**config.mk**
```make
export PLATFORM = sky130hd
export DESIGN_NAME = ssl_loader
export DESIGN_NICKNAME = d
export VERILOG_FILES = /design/src/core/ssl_pkg.sv /design/src/core/ssl_loader.sv
export SDC_FILE = /design/constraint.sdc
export NUM_CORES = 1
export LEC_CHECK = 0
export BUFFER_PORTS_ARGS = -buffer_cell sky130_fd_sc_hd__buf_2
export CORE_ASPECT_RATIO = 1.25
export CORE_MARGIN = 4
export CORE_UTILIZATION = 54
export CTS_BUF_LIST = sky130_fd_sc_hd__clkbuf_4
export DETAILED_ROUTE_END_ITERATION = 10
export GPL_ROUTABILITY_DRIVEN = 1
export PLACE_DENSITY_LB_ADDON = 0.2
export SYNTH_ARGS = -nofsm -noshare
export SYNTH_HDL_FRONTEND = slang
export SYNTH_SLANG_ARGS = --single-unit
```
**constraint.sdc**
```tcl
create_clock -name clk_sys -period 3.5 [get_ports clk_sys]
set_clock_uncertainty 0.15 [all_clocks]
set_input_delay 0.7 -clock clk_sys [delete_from_list [all_inputs] [get_ports clk_sys]]
set_output_delay 0.7 -clock clk_sys [all_outputs]
set_load 0.02 [all_outputs]
```
**src/core/ssl_pkg.sv**
```systemverilog
// package for the serial eeprom setup loader
package ssl_pkg;
  // register byte addresses on the apb slave
  localparam logic [7:0] ADDR_CTRL   = 8'h00;
  localparam logic [7:0] ADDR_CONFIG = 8'h04;
  localparam logic [7:0] ADDR_BASE   = 8'h08;
  localparam logic [7:0] ADDR_IA01   = 8'h0C;
  localparam logic [7:0] ADDR_IA23   = 8'h10;
  localparam logic [7:0] ADDR_IA45   = 8'h14;
  localparam logic [7:0] ADDR_PTR    = 8'h18;
  localparam logic [7:0] ADDR_GPDATA = 8'h1C;
  localparam logic [7:0] ADDR_STATUS = 8'h20;
  // control register fields
  localparam int CTRL_SEL    = 0;
  localparam int CTRL_RELOAD = 1;
  localparam int CTRL_STORE  = 2;
  // reset defaults (plain values, not any real board's)
  localparam logic [15:0] CONFIG_RST = 16'h0000;
  localparam logic [15:0] BASE_RST   = 16'h0000;
  localparam logic [15:0] IA_RST     = 16'h0000;
  // fixed base value used with straps all high
  localparam logic [15:0] BASE_FIXED = 16'h0000;
  // eeprom map
  localparam logic [2:0] STRAP_ONLY_IA = 3'h7;
  localparam logic [5:0] IA_WORD0      = 6'h20;
  localparam logic [1:0] IA_WORDS      = 2'h3;
  localparam logic [1:0] OP_READ       = 2'h2;
  localparam logic [1:0] OP_WRITE      = 2'h1;
  localparam logic [1:0] OP_EWEN       = 2'h0;
  localparam logic [5:0] EWEN_ADDR     = 6'h30;
  // serial clock half period in system clocks (1 us / 10 ns / 2)
  localparam int SK_HALF_NS  = 500;
  localparam int CLK_NS      = 10;
  localparam int SK_HALF_CYC = SK_HALF_NS / CLK_NS;
  // write-cycle completion wait: poll busy on data out, bounded
  localparam int WR_MAX_NS   = 10000000;
  localparam int WR_MAX_CYC  = WR_MAX_NS / CLK_NS;
  localparam int FRAME_BITS  = 25;
  typedef enum logic [1:0] {SSL_JOB_CFG, SSL_JOB_BASE, SSL_JOB_IA, SSL_JOB_GP} ssl_job_e;
  typedef struct packed {
    logic       cs;
    logic       sk;
    logic       di;
  } ssl_eep_s;
endpackage : ssl_pkg

```
**src/core/ssl_loader.sv**
```systemverilog
// eeprom setup loader with apb register access
//
// Implementation choices: the APB slave port and the register addresses.
`timescale 1ns/1ps
`default_nettype none
// Functional notes
// - after reset the station address, base and configuration words load from the eeprom.
// - the eeprom is 64 words of 16 bits, accessed whole words with word addresses.
// - configuration sits at strap value times 4 and base at that address plus 1.
// - the station address always comes from words 20h to 22h.
// - with straps at 7 only the station address loads; other registers keep their values.
// - select at 0, a reload fills configuration, base and station address.
// - select at 0, a store writes configuration and base to the strap-selected words; with straps at 7 it writes the station address words instead.
// - select, reload and store are control bits 0 to 2 and never go to or from the eeprom.
// - select at 1, a reload reads the pointer-addressed word into the data register.
// - select at 1, a store writes the data register to the pointer-addressed word.
// - the host sets reload or store and polls; the device clears the bit when done.
// - while busy, reload and store both read back high.
// - while busy, every other register is neither readable nor writable.
// - busy and lockout apply to the reset-started reload too.
// - straps all high force fixed base and interrupt values. The code forces only base_word to BASE_FIXED; it forces no interrupt value.
// - with the presence strap low no eeprom access is made.
module ssl_loader (
  input  wire logic        clk_sys,            // system clock
  input  wire logic        rst_n,              // synchronous reset, low active
  input  wire logic        psel,               // apb select
  input  wire logic        penable,            // apb enable
  input  wire logic        pwrite,             // apb direction
  input  wire logic [7:0]  paddr,              // apb byte address
  input  wire logic [31:0] pwdata,             // apb write data
  output logic             pready,             // apb ready
  output logic [31:0]      prdata,             // apb read data
  output logic             pslverr,            // apb error
  input  wire logic [2:0]  board_slot_straps,  // slot straps
  input  wire logic        nvm_present_strap,  // eeprom fitted
  output logic             eep_cs,             // eeprom chip select
  output logic             eep_sk,             // eeprom serial clock
  output logic             eep_di,             // eeprom data in
  input  wire logic        eep_do,             // eeprom data out
  output logic [15:0]      config_word,        // configuration register
  output logic [15:0]      base_word,          // base register
  output logic [47:0]      station_addr        // individual address
);
  typedef enum {ST_IDLE, ST_SHIFT, ST_WAIT, ST_NEXT} ssl_st_e;
  ssl_st_e             st_r;
  ssl_pkg::ssl_job_e   job_r;
  ssl_pkg::ssl_eep_s   eep_r;
  logic [15:0]         config_r, base_r, ptr_r, gp_r;
  logic [15:0]         ia_r [3];
  logic                sel_r, reload_r, store_r, ewen_r, boot_r;
  logic [1:0]          ia_idx_r;
  logic [4:0]          bit_r;
  logic [7:0]          div_r;
  logic [23:0]         wait_r;
  logic [24:0]         frame_r;
  logic [15:0]         shin_r;
  logic                busy;
  logic [5:0]          base_addr;
  logic [5:0]          word_addr;
  logic [15:0]         wr_word;
  logic                wr_acc, rd_acc;
  logic                wait_done;
  logic                last_job;
  logic                op_done;

  assign busy      = reload_r | store_r;
  assign base_addr = {1'b0, board_slot_straps, 2'b00};
  assign wr_acc    = psel & penable & pwrite;
  assign rd_acc    = psel & penable & ~pwrite;
  assign pready    = 1'b1;
  assign pslverr   = 1'b0;

  // a write is complete once the eeprom shows ready on data out, or the bound runs out
  assign wait_done = ewen_r
                     || !store_r
                     || (eep_r.cs && eep_do)
                     || (wait_r == 24'(ssl_pkg::WR_MAX_CYC));
  // the frame that finishes an operation: one general word, the base store, the last address word
  assign last_job  = (job_r == ssl_pkg::SSL_JOB_GP)
                     || (job_r == ssl_pkg::SSL_JOB_BASE && store_r)
                     || (job_r == ssl_pkg::SSL_JOB_IA
                         && ia_idx_r == ssl_pkg::IA_WORDS - 2'h1);
  // busy drops only here, so the lockout covers every frame of the operation
  assign op_done   = (st_r == ST_WAIT)
                     && wait_done
                     && !ewen_r
                     && last_job;

  always_comb begin
    word_addr = base_addr;
    wr_word   = config_r;
    case (job_r)
      ssl_pkg::SSL_JOB_CFG: begin
        word_addr = base_addr;
        wr_word   = config_r;
      end
      ssl_pkg::SSL_JOB_BASE: begin
        word_addr = base_addr + 6'h01;
        wr_word   = base_r;
      end
      ssl_pkg::SSL_JOB_IA: begin
        word_addr = ssl_pkg::IA_WORD0 + {4'h0, ia_idx_r};
        wr_word   = ia_r[ia_idx_r];
      end
      default: begin
        word_addr = ptr_r[5:0];
        wr_word   = gp_r;
      end
    endcase
  end

  // first job of an operation
  function automatic ssl_pkg::ssl_job_e first_job(input logic sel, input logic [2:0] s);
    if (sel) first_job = ssl_pkg::SSL_JOB_GP;
    else if (s == ssl_pkg::STRAP_ONLY_IA) first_job = ssl_pkg::SSL_JOB_IA;
    else first_job = ssl_pkg::SSL_JOB_CFG;
  endfunction : first_job

  // control bits and operation start; the state machine clears them
  always_ff @(posedge clk_sys) begin
    if (!rst_n) begin
      sel_r    <= 1'b0;
      reload_r <= 1'b0;
      store_r  <= 1'b0;
      boot_r   <= 1'b1;
    end else begin
      boot_r <= 1'b0;
      if (boot_r) begin
        reload_r <= nvm_present_strap;
      end else if (op_done) begin
        reload_r <= 1'b0;
        store_r  <= 1'b0;
      end else if (!busy && wr_acc && paddr == ssl_pkg::ADDR_CTRL) begin
        sel_r <= pwdata[ssl_pkg::CTRL_SEL];
        if (nvm_present_strap) begin
          reload_r <= pwdata[ssl_pkg::CTRL_RELOAD] & ~pwdata[ssl_pkg::CTRL_STORE];
          store_r  <= pwdata[ssl_pkg::CTRL_STORE];
        end
      end
    end
  end

  // serial state machine: one whole word per frame, write enable ahead of stores
  always_ff @(posedge clk_sys) begin
    if (!rst_n) begin
      st_r     <= ST_IDLE;
      job_r    <= ssl_pkg::SSL_JOB_CFG;
      ia_idx_r <= 2'h0;
      eep_r    <= '0;
      bit_r    <= 5'h00;
      div_r    <= 8'h00;
      wait_r   <= 24'h000000;
      frame_r  <= '0;
      shin_r   <= 16'h0000;
      ewen_r   <= 1'b0;
    end else begin
      case (st_r)
        ST_IDLE: begin
          if (busy && !boot_r) begin
            job_r    <= first_job(sel_r, board_slot_straps);
            ia_idx_r <= 2'h0;
            ewen_r   <= store_r;
            st_r     <= ST_NEXT;
          end
        end
        ST_NEXT: begin
          if (ewen_r) begin
            frame_r <= {1'b1, ssl_pkg::OP_EWEN, ssl_pkg::EWEN_ADDR, 16'h0000};
          end else begin
            frame_r <= {1'b1, store_r ? ssl_pkg::OP_WRITE : ssl_pkg::OP_READ,
                        word_addr, store_r ? wr_word : 16'h0000};
          end
          bit_r         <= 5'h00;
          div_r         <= 8'h00;
          eep_r.cs      <= 1'b1;
          eep_r.sk      <= 1'b0;
          eep_r.di      <= 1'b1; // start bit leads the frame
          st_r          <= ST_SHIFT;
          if (!ewen_r && busy) begin
            if (job_r == ssl_pkg::SSL_JOB_GP) st_r <= ST_SHIFT;
          end
        end
        ST_SHIFT: begin
          div_r <= div_r + 8'h01;
          if (div_r == 8'(ssl_pkg::SK_HALF_CYC - 1)) begin
            div_r    <= 8'h00;
            eep_r.sk <= ~eep_r.sk;
            if (!eep_r.sk) begin
              // rising serial clock: the eeprom takes di, data out is sampled here
              shin_r <= {shin_r[14:0], eep_do};
              bit_r  <= bit_r + 5'h01;
            end else begin
              // falling serial clock: di moves only while the clock is low
              eep_r.di <= frame_r[23];
              frame_r  <= {frame_r[23:0], 1'b0};
              if (bit_r == 5'(ssl_pkg::FRAME_BITS)) begin
                eep_r.cs <= 1'b0;
                eep_r.di <= 1'b0;
                wait_r   <= 24'h000000;
                st_r     <= ST_WAIT;
              end
            end
          end
        end
        ST_WAIT: begin
          // after a write, cs high again and wait for data out ready
          wait_r <= wait_r + 24'h000001;
          if (!ewen_r && store_r && wait_r > 24'(ssl_pkg::SK_HALF_CYC)) eep_r.cs <= 1'b1;
          if (wait_done) begin
            eep_r.cs <= 1'b0;
            if (ewen_r) begin
              ewen_r <= 1'b0;
              st_r   <= ST_NEXT;
            end else begin
              st_r <= ST_IDLE;
              if (job_r == ssl_pkg::SSL_JOB_CFG) begin
                job_r <= ssl_pkg::SSL_JOB_BASE;
                st_r  <= ST_NEXT;
              end else if (job_r == ssl_pkg::SSL_JOB_BASE && !store_r) begin
                job_r <= ssl_pkg::SSL_JOB_IA;
                st_r  <= ST_NEXT;
              end else if (job_r == ssl_pkg::SSL_JOB_IA && ia_idx_r != ssl_pkg::IA_WORDS - 2'h1) begin
                ia_idx_r <= ia_idx_r + 2'h1;
                st_r     <= ST_NEXT;
              end
            end
          end
        end
        default: st_r <= ST_IDLE;
      endcase
    end
  end

  // the last frame of an operation ends in ST_WAIT, where op_done clears the control bits
  // register file: loaded words and host writes
  always_ff @(posedge clk_sys) begin
    if (!rst_n) begin
      config_r <= ssl_pkg::CONFIG_RST;
      base_r   <= ssl_pkg::BASE_RST;
      ptr_r    <= 16'h0000;
      gp_r     <= 16'h0000;
      for (int i = 0; i < 3; i++) ia_r[i] <= ssl_pkg::IA_RST;
    end else if (st_r == ST_WAIT && !ewen_r && reload_r && !store_r) begin
      case (job_r)
        ssl_pkg::SSL_JOB_CFG:  config_r <= shin_r;
        ssl_pkg::SSL_JOB_BASE: base_r   <= shin_r;
        ssl_pkg::SSL_JOB_IA:   ia_r[ia_idx_r] <= shin_r;
        default:               gp_r     <= shin_r;
      endcase
    end else if (!busy && wr_acc) begin
      if (paddr == ssl_pkg::ADDR_CONFIG) config_r <= pwdata[15:0];
      else if (paddr == ssl_pkg::ADDR_BASE) base_r <= pwdata[15:0];
      else if (paddr == ssl_pkg::ADDR_IA01) ia_r[0] <= pwdata[15:0];
      else if (paddr == ssl_pkg::ADDR_IA23) ia_r[1] <= pwdata[15:0];
      else if (paddr == ssl_pkg::ADDR_IA45) ia_r[2] <= pwdata[15:0];
      else if (paddr == ssl_pkg::ADDR_PTR) ptr_r <= pwdata[15:0];
      else if (paddr == ssl_pkg::ADDR_GPDATA) gp_r <= pwdata[15:0];
    end
  end

  // read data: busy locks out all but the control bits
  always_ff @(posedge clk_sys) begin
    if (!rst_n) begin
      prdata <= 32'h00000000;
    end else if (psel && !penable && !pwrite) begin
      prdata <= 32'h00000000;
      if (busy) begin
        if (paddr == ssl_pkg::ADDR_CTRL) prdata <= 32'h00000006;
      end else if (paddr == ssl_pkg::ADDR_CTRL) prdata <= {29'h0, store_r, reload_r, sel_r};
      else if (paddr == ssl_pkg::ADDR_CONFIG) prdata <= {16'h0, config_r};
      else if (paddr == ssl_pkg::ADDR_BASE) prdata <= {16'h0, base_word};
      else if (paddr == ssl_pkg::ADDR_IA01) prdata <= {16'h0, ia_r[0]};
      else if (paddr == ssl_pkg::ADDR_IA23) prdata <= {16'h0, ia_r[1]};
      else if (paddr == ssl_pkg::ADDR_IA45) prdata <= {16'h0, ia_r[2]};
      else if (paddr == ssl_pkg::ADDR_PTR) prdata <= {16'h0, ptr_r};
      else if (paddr == ssl_pkg::ADDR_GPDATA) prdata <= {16'h0, gp_r};
      else if (paddr == ssl_pkg::ADDR_STATUS) prdata <= {31'h0, busy};
    end
  end

  // straps all high force the fixed base value onto base_word; nothing else is forced
  assign base_word    = (board_slot_straps == ssl_pkg::STRAP_ONLY_IA)
                        ? ssl_pkg::BASE_FIXED : base_r;
  assign config_word  = config_r;
  assign station_addr = {ia_r[2], ia_r[1], ia_r[0]};
  assign eep_cs       = eep_r.cs;
  assign eep_sk       = eep_r.sk;
  assign eep_di       = eep_r.di;
  logic unused_rd;
  assign unused_rd = rd_acc;
endmodule : ssl_loader
`default_nettype wire

```
# Word-level counts from Yosys, hierarchy flattened
# Memories as Yosys holds them, arrays and structs flattened. A register that Yosys moved wholly into a read port is not among the register bits.
# Cells that the tools add are included.
[classes] add_sub_neg=6 n_lt_le_gt_ge=1 n_eq_ne=41 n_mux=128 bitwise_logic=17 n_reduce_logical=63
[ops] operator="$mux W16" n=33
[ops] operator="$mux W32" n=6
[ops] operator="$mux W24" n=6
[ops] operator="$pmux W32 S4" n=1
[ops] operator="$pmux W24 S2" n=2
[ops] operator="$eq A32 B2 Y1 const B" n=2
[ops] operator="$pmux W16 S3" n=1
[ops] operator="$mux W1" n=45
[ops] operator="$mux W2" n=21
[ops] operator="$ne A2 B2 Y1 const B" n=20
[ops] operator="$eq A32 B1 Y1 const B" n=1
[ops] operator="$eq A32 B3 Y1 const B" n=1
[ops] operator="$eq A8 B5 Y1 const B" n=4
[ops] operator="$logic_not A32 Y1" n=1
[ops] operator="$add A24 B1 Y24 const B" n=1
[ops] operator="$eq A24 B20 Y1 const B" n=1
[ops] operator="$gt A24 B6 Y1 const B" n=1
[ops] operator="$reduce_and A3 Y1" n=7
[ops] operator="$logic_and A1 B1 Y1" n=18
[ops] operator="$pmux W6 S3" n=1
[ops] operator="$reduce_bool A2 Y1" n=9
[ops] operator="$eq A8 B4 Y1 const B" n=2
[ops] operator="$pmux W8 S2" n=1
[ops] operator="$reduce_or A16 Y1" n=1
[ops] operator="34 further kinds" n=70
[totals] ff_bits=217 mem_bits_rw=48 in_bits=50 output_inout_bits=117 wordCells=278 memories=1
[mem_list] name="ia_r" depth=3 word_bits=16 rd=4 rd_clocked_by_memory_dff=1 write_ports=3 line="ssl_loader.sv:49" rtl="logic [15:0] ia_r [3];"

# Logic depth before layout (Yosys ltp)
[logic_depth] ltp_word=11 depth_mapped=9

# Worst setup path after synthesis
# Ideal clock, no wire load.
[synth_timing] path_kind="input to register" from="input paddr[2]" to="memory ia_r[1][0], enable pin" t_arrival_ns=3.218 path_slack_ns=-0.303 cell_stages=4 path_buffers=3 path_cell_list="buf_1 clkbuf_1 buf_1 o41ai_1"
[synth_lines] element="start: declaration" line="ssl_loader.sv:29" rtl="input wire logic [7:0] paddr,"
[synth_lines] element="end: declaration" line="ssl_loader.sv:49"

==> results.md <==
- P&R area growth vs syn: 14.5%
- DR iter-0 viols: 1,085
- Slew @ Worst Pin: 960 ps
- Worst Path Max Fanout: 17
- CP max-delay cell: nor4bb_4
- Distinct cell type count after synthesis: 73
- Worst slew margin: 0.360
- Crit. End Element: flop
- Outcome: completed
- Post-CTS resize count: 0
- Ys flop type: dfxtp_1
- Power Internal: 4.73 mW
- Yosys top cell area share: 0.285
- Synth area leader: dfxtp_1
- Layout cell share with drive strength beyond 1: 0.228
- CP peak stage delay: 390 ps
- Ys async rst share: 0
- Largest net degree at the start of global routing: 53
- Clock sinks: 237
- Critical Path Most Common Cell: buf_4
- Highest metal used: met4
- CTS tree: done
- Row cnt: 61
- Skew-Pair Late Insertion Delay: 740 ps
- Clock Pin Slew Worst Setup and Hold Paths: 70 ps
- Routed met1 length: 15,200 um
- Worst path arrival time: 2970 ps
- Clock power share: 0.342
- Setup Fix Bufs, Post-CTS: 0
- WP data required: 3730 ps
- Wire length on met3: 3430 um
- Post-Synthesis Cells: 1,265
- Min-delay worst type: primary input to flop
- Period utilisation layout: 0.784
- I/O pin total: 167
- Post-Place Worst Slack: 485 ps
- Routed WL: 37,200 um
- Fin. max-slew vios: 0
- Clock tree root buffer cell: clkbuf_4
- Core area: 0.0222 mm2
- Synth top area cells: dfxtp_1, edfxtp_1, mux4_2
- Initial DRT Pass Iterations: 5
- Starting Density: 0.546
- Initial antenna violation count: 1
- Total negative slack: 0 ps
- Tmin final: 2740 ps
- Power per cell area: 499 mW/mm2
- Via/cell ratio: 6.36
- Global-route wire length before repair: 58,000 um
- Final setup violation count: 0
- Gp weighted congestion: 0.912
- Critical path's top delay family: simple AND/OR/NAND/NOR gates
- Register area share after synthesis: 0.444
- GRT Total Usage: 0.291
- Die footprint: 0.0250 mm2
- Maximum VDD drop: 365 uV
- Final Hold Vio Count: 0
- Buf+Inv Stages, Crit Path: 4
- Clock Path Buffers: 3
- FMAX: 364 MHz
- Vias in the first global route: 10,424
- H-tree levels: 2
- Total congestion overflow: 0
- Routed WL per cell: 21.5 um
- Max cap viols: 0
- Mapped Area: 0.0121 mm2
- Gate power share: 0.208
- Met2 wire len: 17,600 um
- HPWL after DPL: 26,500 um
- Fin worst setup slack: 755 ps
- Leak Pwr: 5.22 nW
- Crit start category: flop
- Number of synthesized flops with an enable pin: 64
- Yosys reg bits: 237
- Die Y: 176 um
- IO buf count: 132
- Drc violations: 0
- Fin nets: 1,464
- Vias: 11,002
- Sw Ratio: 0.318
- Cts hold-fix bufs: 0
- TritonCTS Buffers: 60
- Reg power frac: 0.450
- Die X: 142 um
- Crit path kind: flop to flop
- Routed Antenna Nets: 0
- RSZ-0062 raised after global routing: no
- Syn avg cell area: 9.59 um2
- Crit-path cells: inv_1 > ha_1 > buf_4 > nor4bb_4 > and4_1 > and2_1 > buf_4 > a311o_1 > buf_4
- Synthesis warning total: 0
- Psw: 2.20 mW
==> power by group through the flow <==
stage / logic [mW] / registers, mW / clock network [mW]
floorplan: 1.04 / 3.16 / 0
global placement: 1.40 / 3.17 / 0
detailed placement: 1.42 / 3.18 / 0
CTS: 1.43 / 3.12 / 2.41
global route: 1.59 / 3.14 / 2.54
finish: 1.44 / 3.12 / 2.37
==> sequential cells by signal, indices dropped and copies added (netlist names), 2 cells and up, named ones only <==
| register | flops |
|---|---|
| ia_r | 64 |
| ptr_r | 16 |
| ia_idx_r | 2 |
| frame_r | 24 |
| wait_r | 24 |
| shin_r | 16 |
| div_r | 8 |
| config_word | 16 |
| job_r | 2 |
| gp_r | 16 |
| base_r | 16 |
| prdata | 16 |
| bit_r | 5 |
| st_r | 2 |
==> synthesized netlist by cell type (24+ instances only) <==
cell type and number:
a21oi_1 93, a22o_1 50, nand2_1 102, a22oi_1 25, a211oi_1 57, nor2_1 130
clkbuf_1 70, mux2i_1 56, nand3_1 24, edfxtp_1 64, mux4_2 34, o21ai_0 70
dfxtp_1 173
==> logic make-up (layout without fill, tap and decap cells) <==
| logic type | Yosys count | after routing | synth area share |
|---|---|---|---|
| AO/OA/AOI/OAI | 374 | 374 | 0.209 |
| XOR/XNOR | 2 | 2 | 0.00144 |
| adder cells (fa/ha/maj) | 15 | 15 | 0.0155 |
| buffers and inverters | 135 | 299 | 0.0490 |
| flip-flops | 237 | 237 | 0.444 |
| multiplexers | 93 | 93 | 0.112 |
| other | 2 | 19 | 0.000619 |
| AND/OR/NAND/NOR | 407 | 407 | 0.169 |
==> metal layers <==
metal  GRT usage  vias to the layer above
li1            -                     5058
met1       0.402                     5285
met2       0.463                      571
met3      0.0534                       88
met4      0.0980                        0
met5           0                        -
==> metrics by stage <==
stage | instances | utilization | hold WS, ps | total power, mW | instance area, um2
2_1_floorplan | 1281 | - | 286 | 4.19 | 12200
3_3_place_gp | 1620 | 0.591 | 298 | 4.57 | 13100
3_5_place_dp | 1620 | 0.591 | 312 | 4.60 | 13100
4_1_cts | 1728 | 0.626 | 99.3 | 6.95 | 13900
5_1_grt | 1729 | 0.626 | 132 | 7.27 | 13900
6_report | 1729 | 0.626 | 137 | 6.93 | 13900
==> cells in the final DEF (no fill, tap or decap), drive strengths merged, types with 14 or more instances in the layout <==
cell / instances
a22oi: 25
and2: 20
dfxtp: 173
nor3: 15
a211oi: 57
nand4: 15
a22o: 50
nor2: 130
a21oi: 93
nand3: 24
buf: 170
conb: 18
mux2i: 56
nand2: 102
or3: 15
nand2b: 14
ha: 15
mux4: 34
edfxtp: 64
inv: 21
o21ai: 71
or4: 16
clkbuf: 95
==> cell type report <==
cell class / count / area [um2]
clock buffers: 95 / 713
diodes: 1 / 2.50
flip-flops and latches: 237 / 5390
repair buffers: 170 / 983
fillers: 1906 / 8310
clock inverters: 13 / 63.8
well taps: 283 / 354
inverters: 21 / 80.1
multi-input cells: 909 / 6320
==> worst paths after layout <==
check                           cells after the start  slack (ps)         end        from
worst min-delay path                                3         140   ptr_r[11]  pwdata[11]
worst max-delay path                                9         760  ia_r[0][2]     st_r[0]
worst max register to register                      9         760  ia_r[0][2]     st_r[0]
worst min register to register                      2         320  frame_r[0]  frame_r[0]
==> tightest hold or removal path, stage by stage <==
cell     delay, ps
buf_2          140
mux2i_1         80
nor2_1          70
Power figures use the tool's default switching activity.
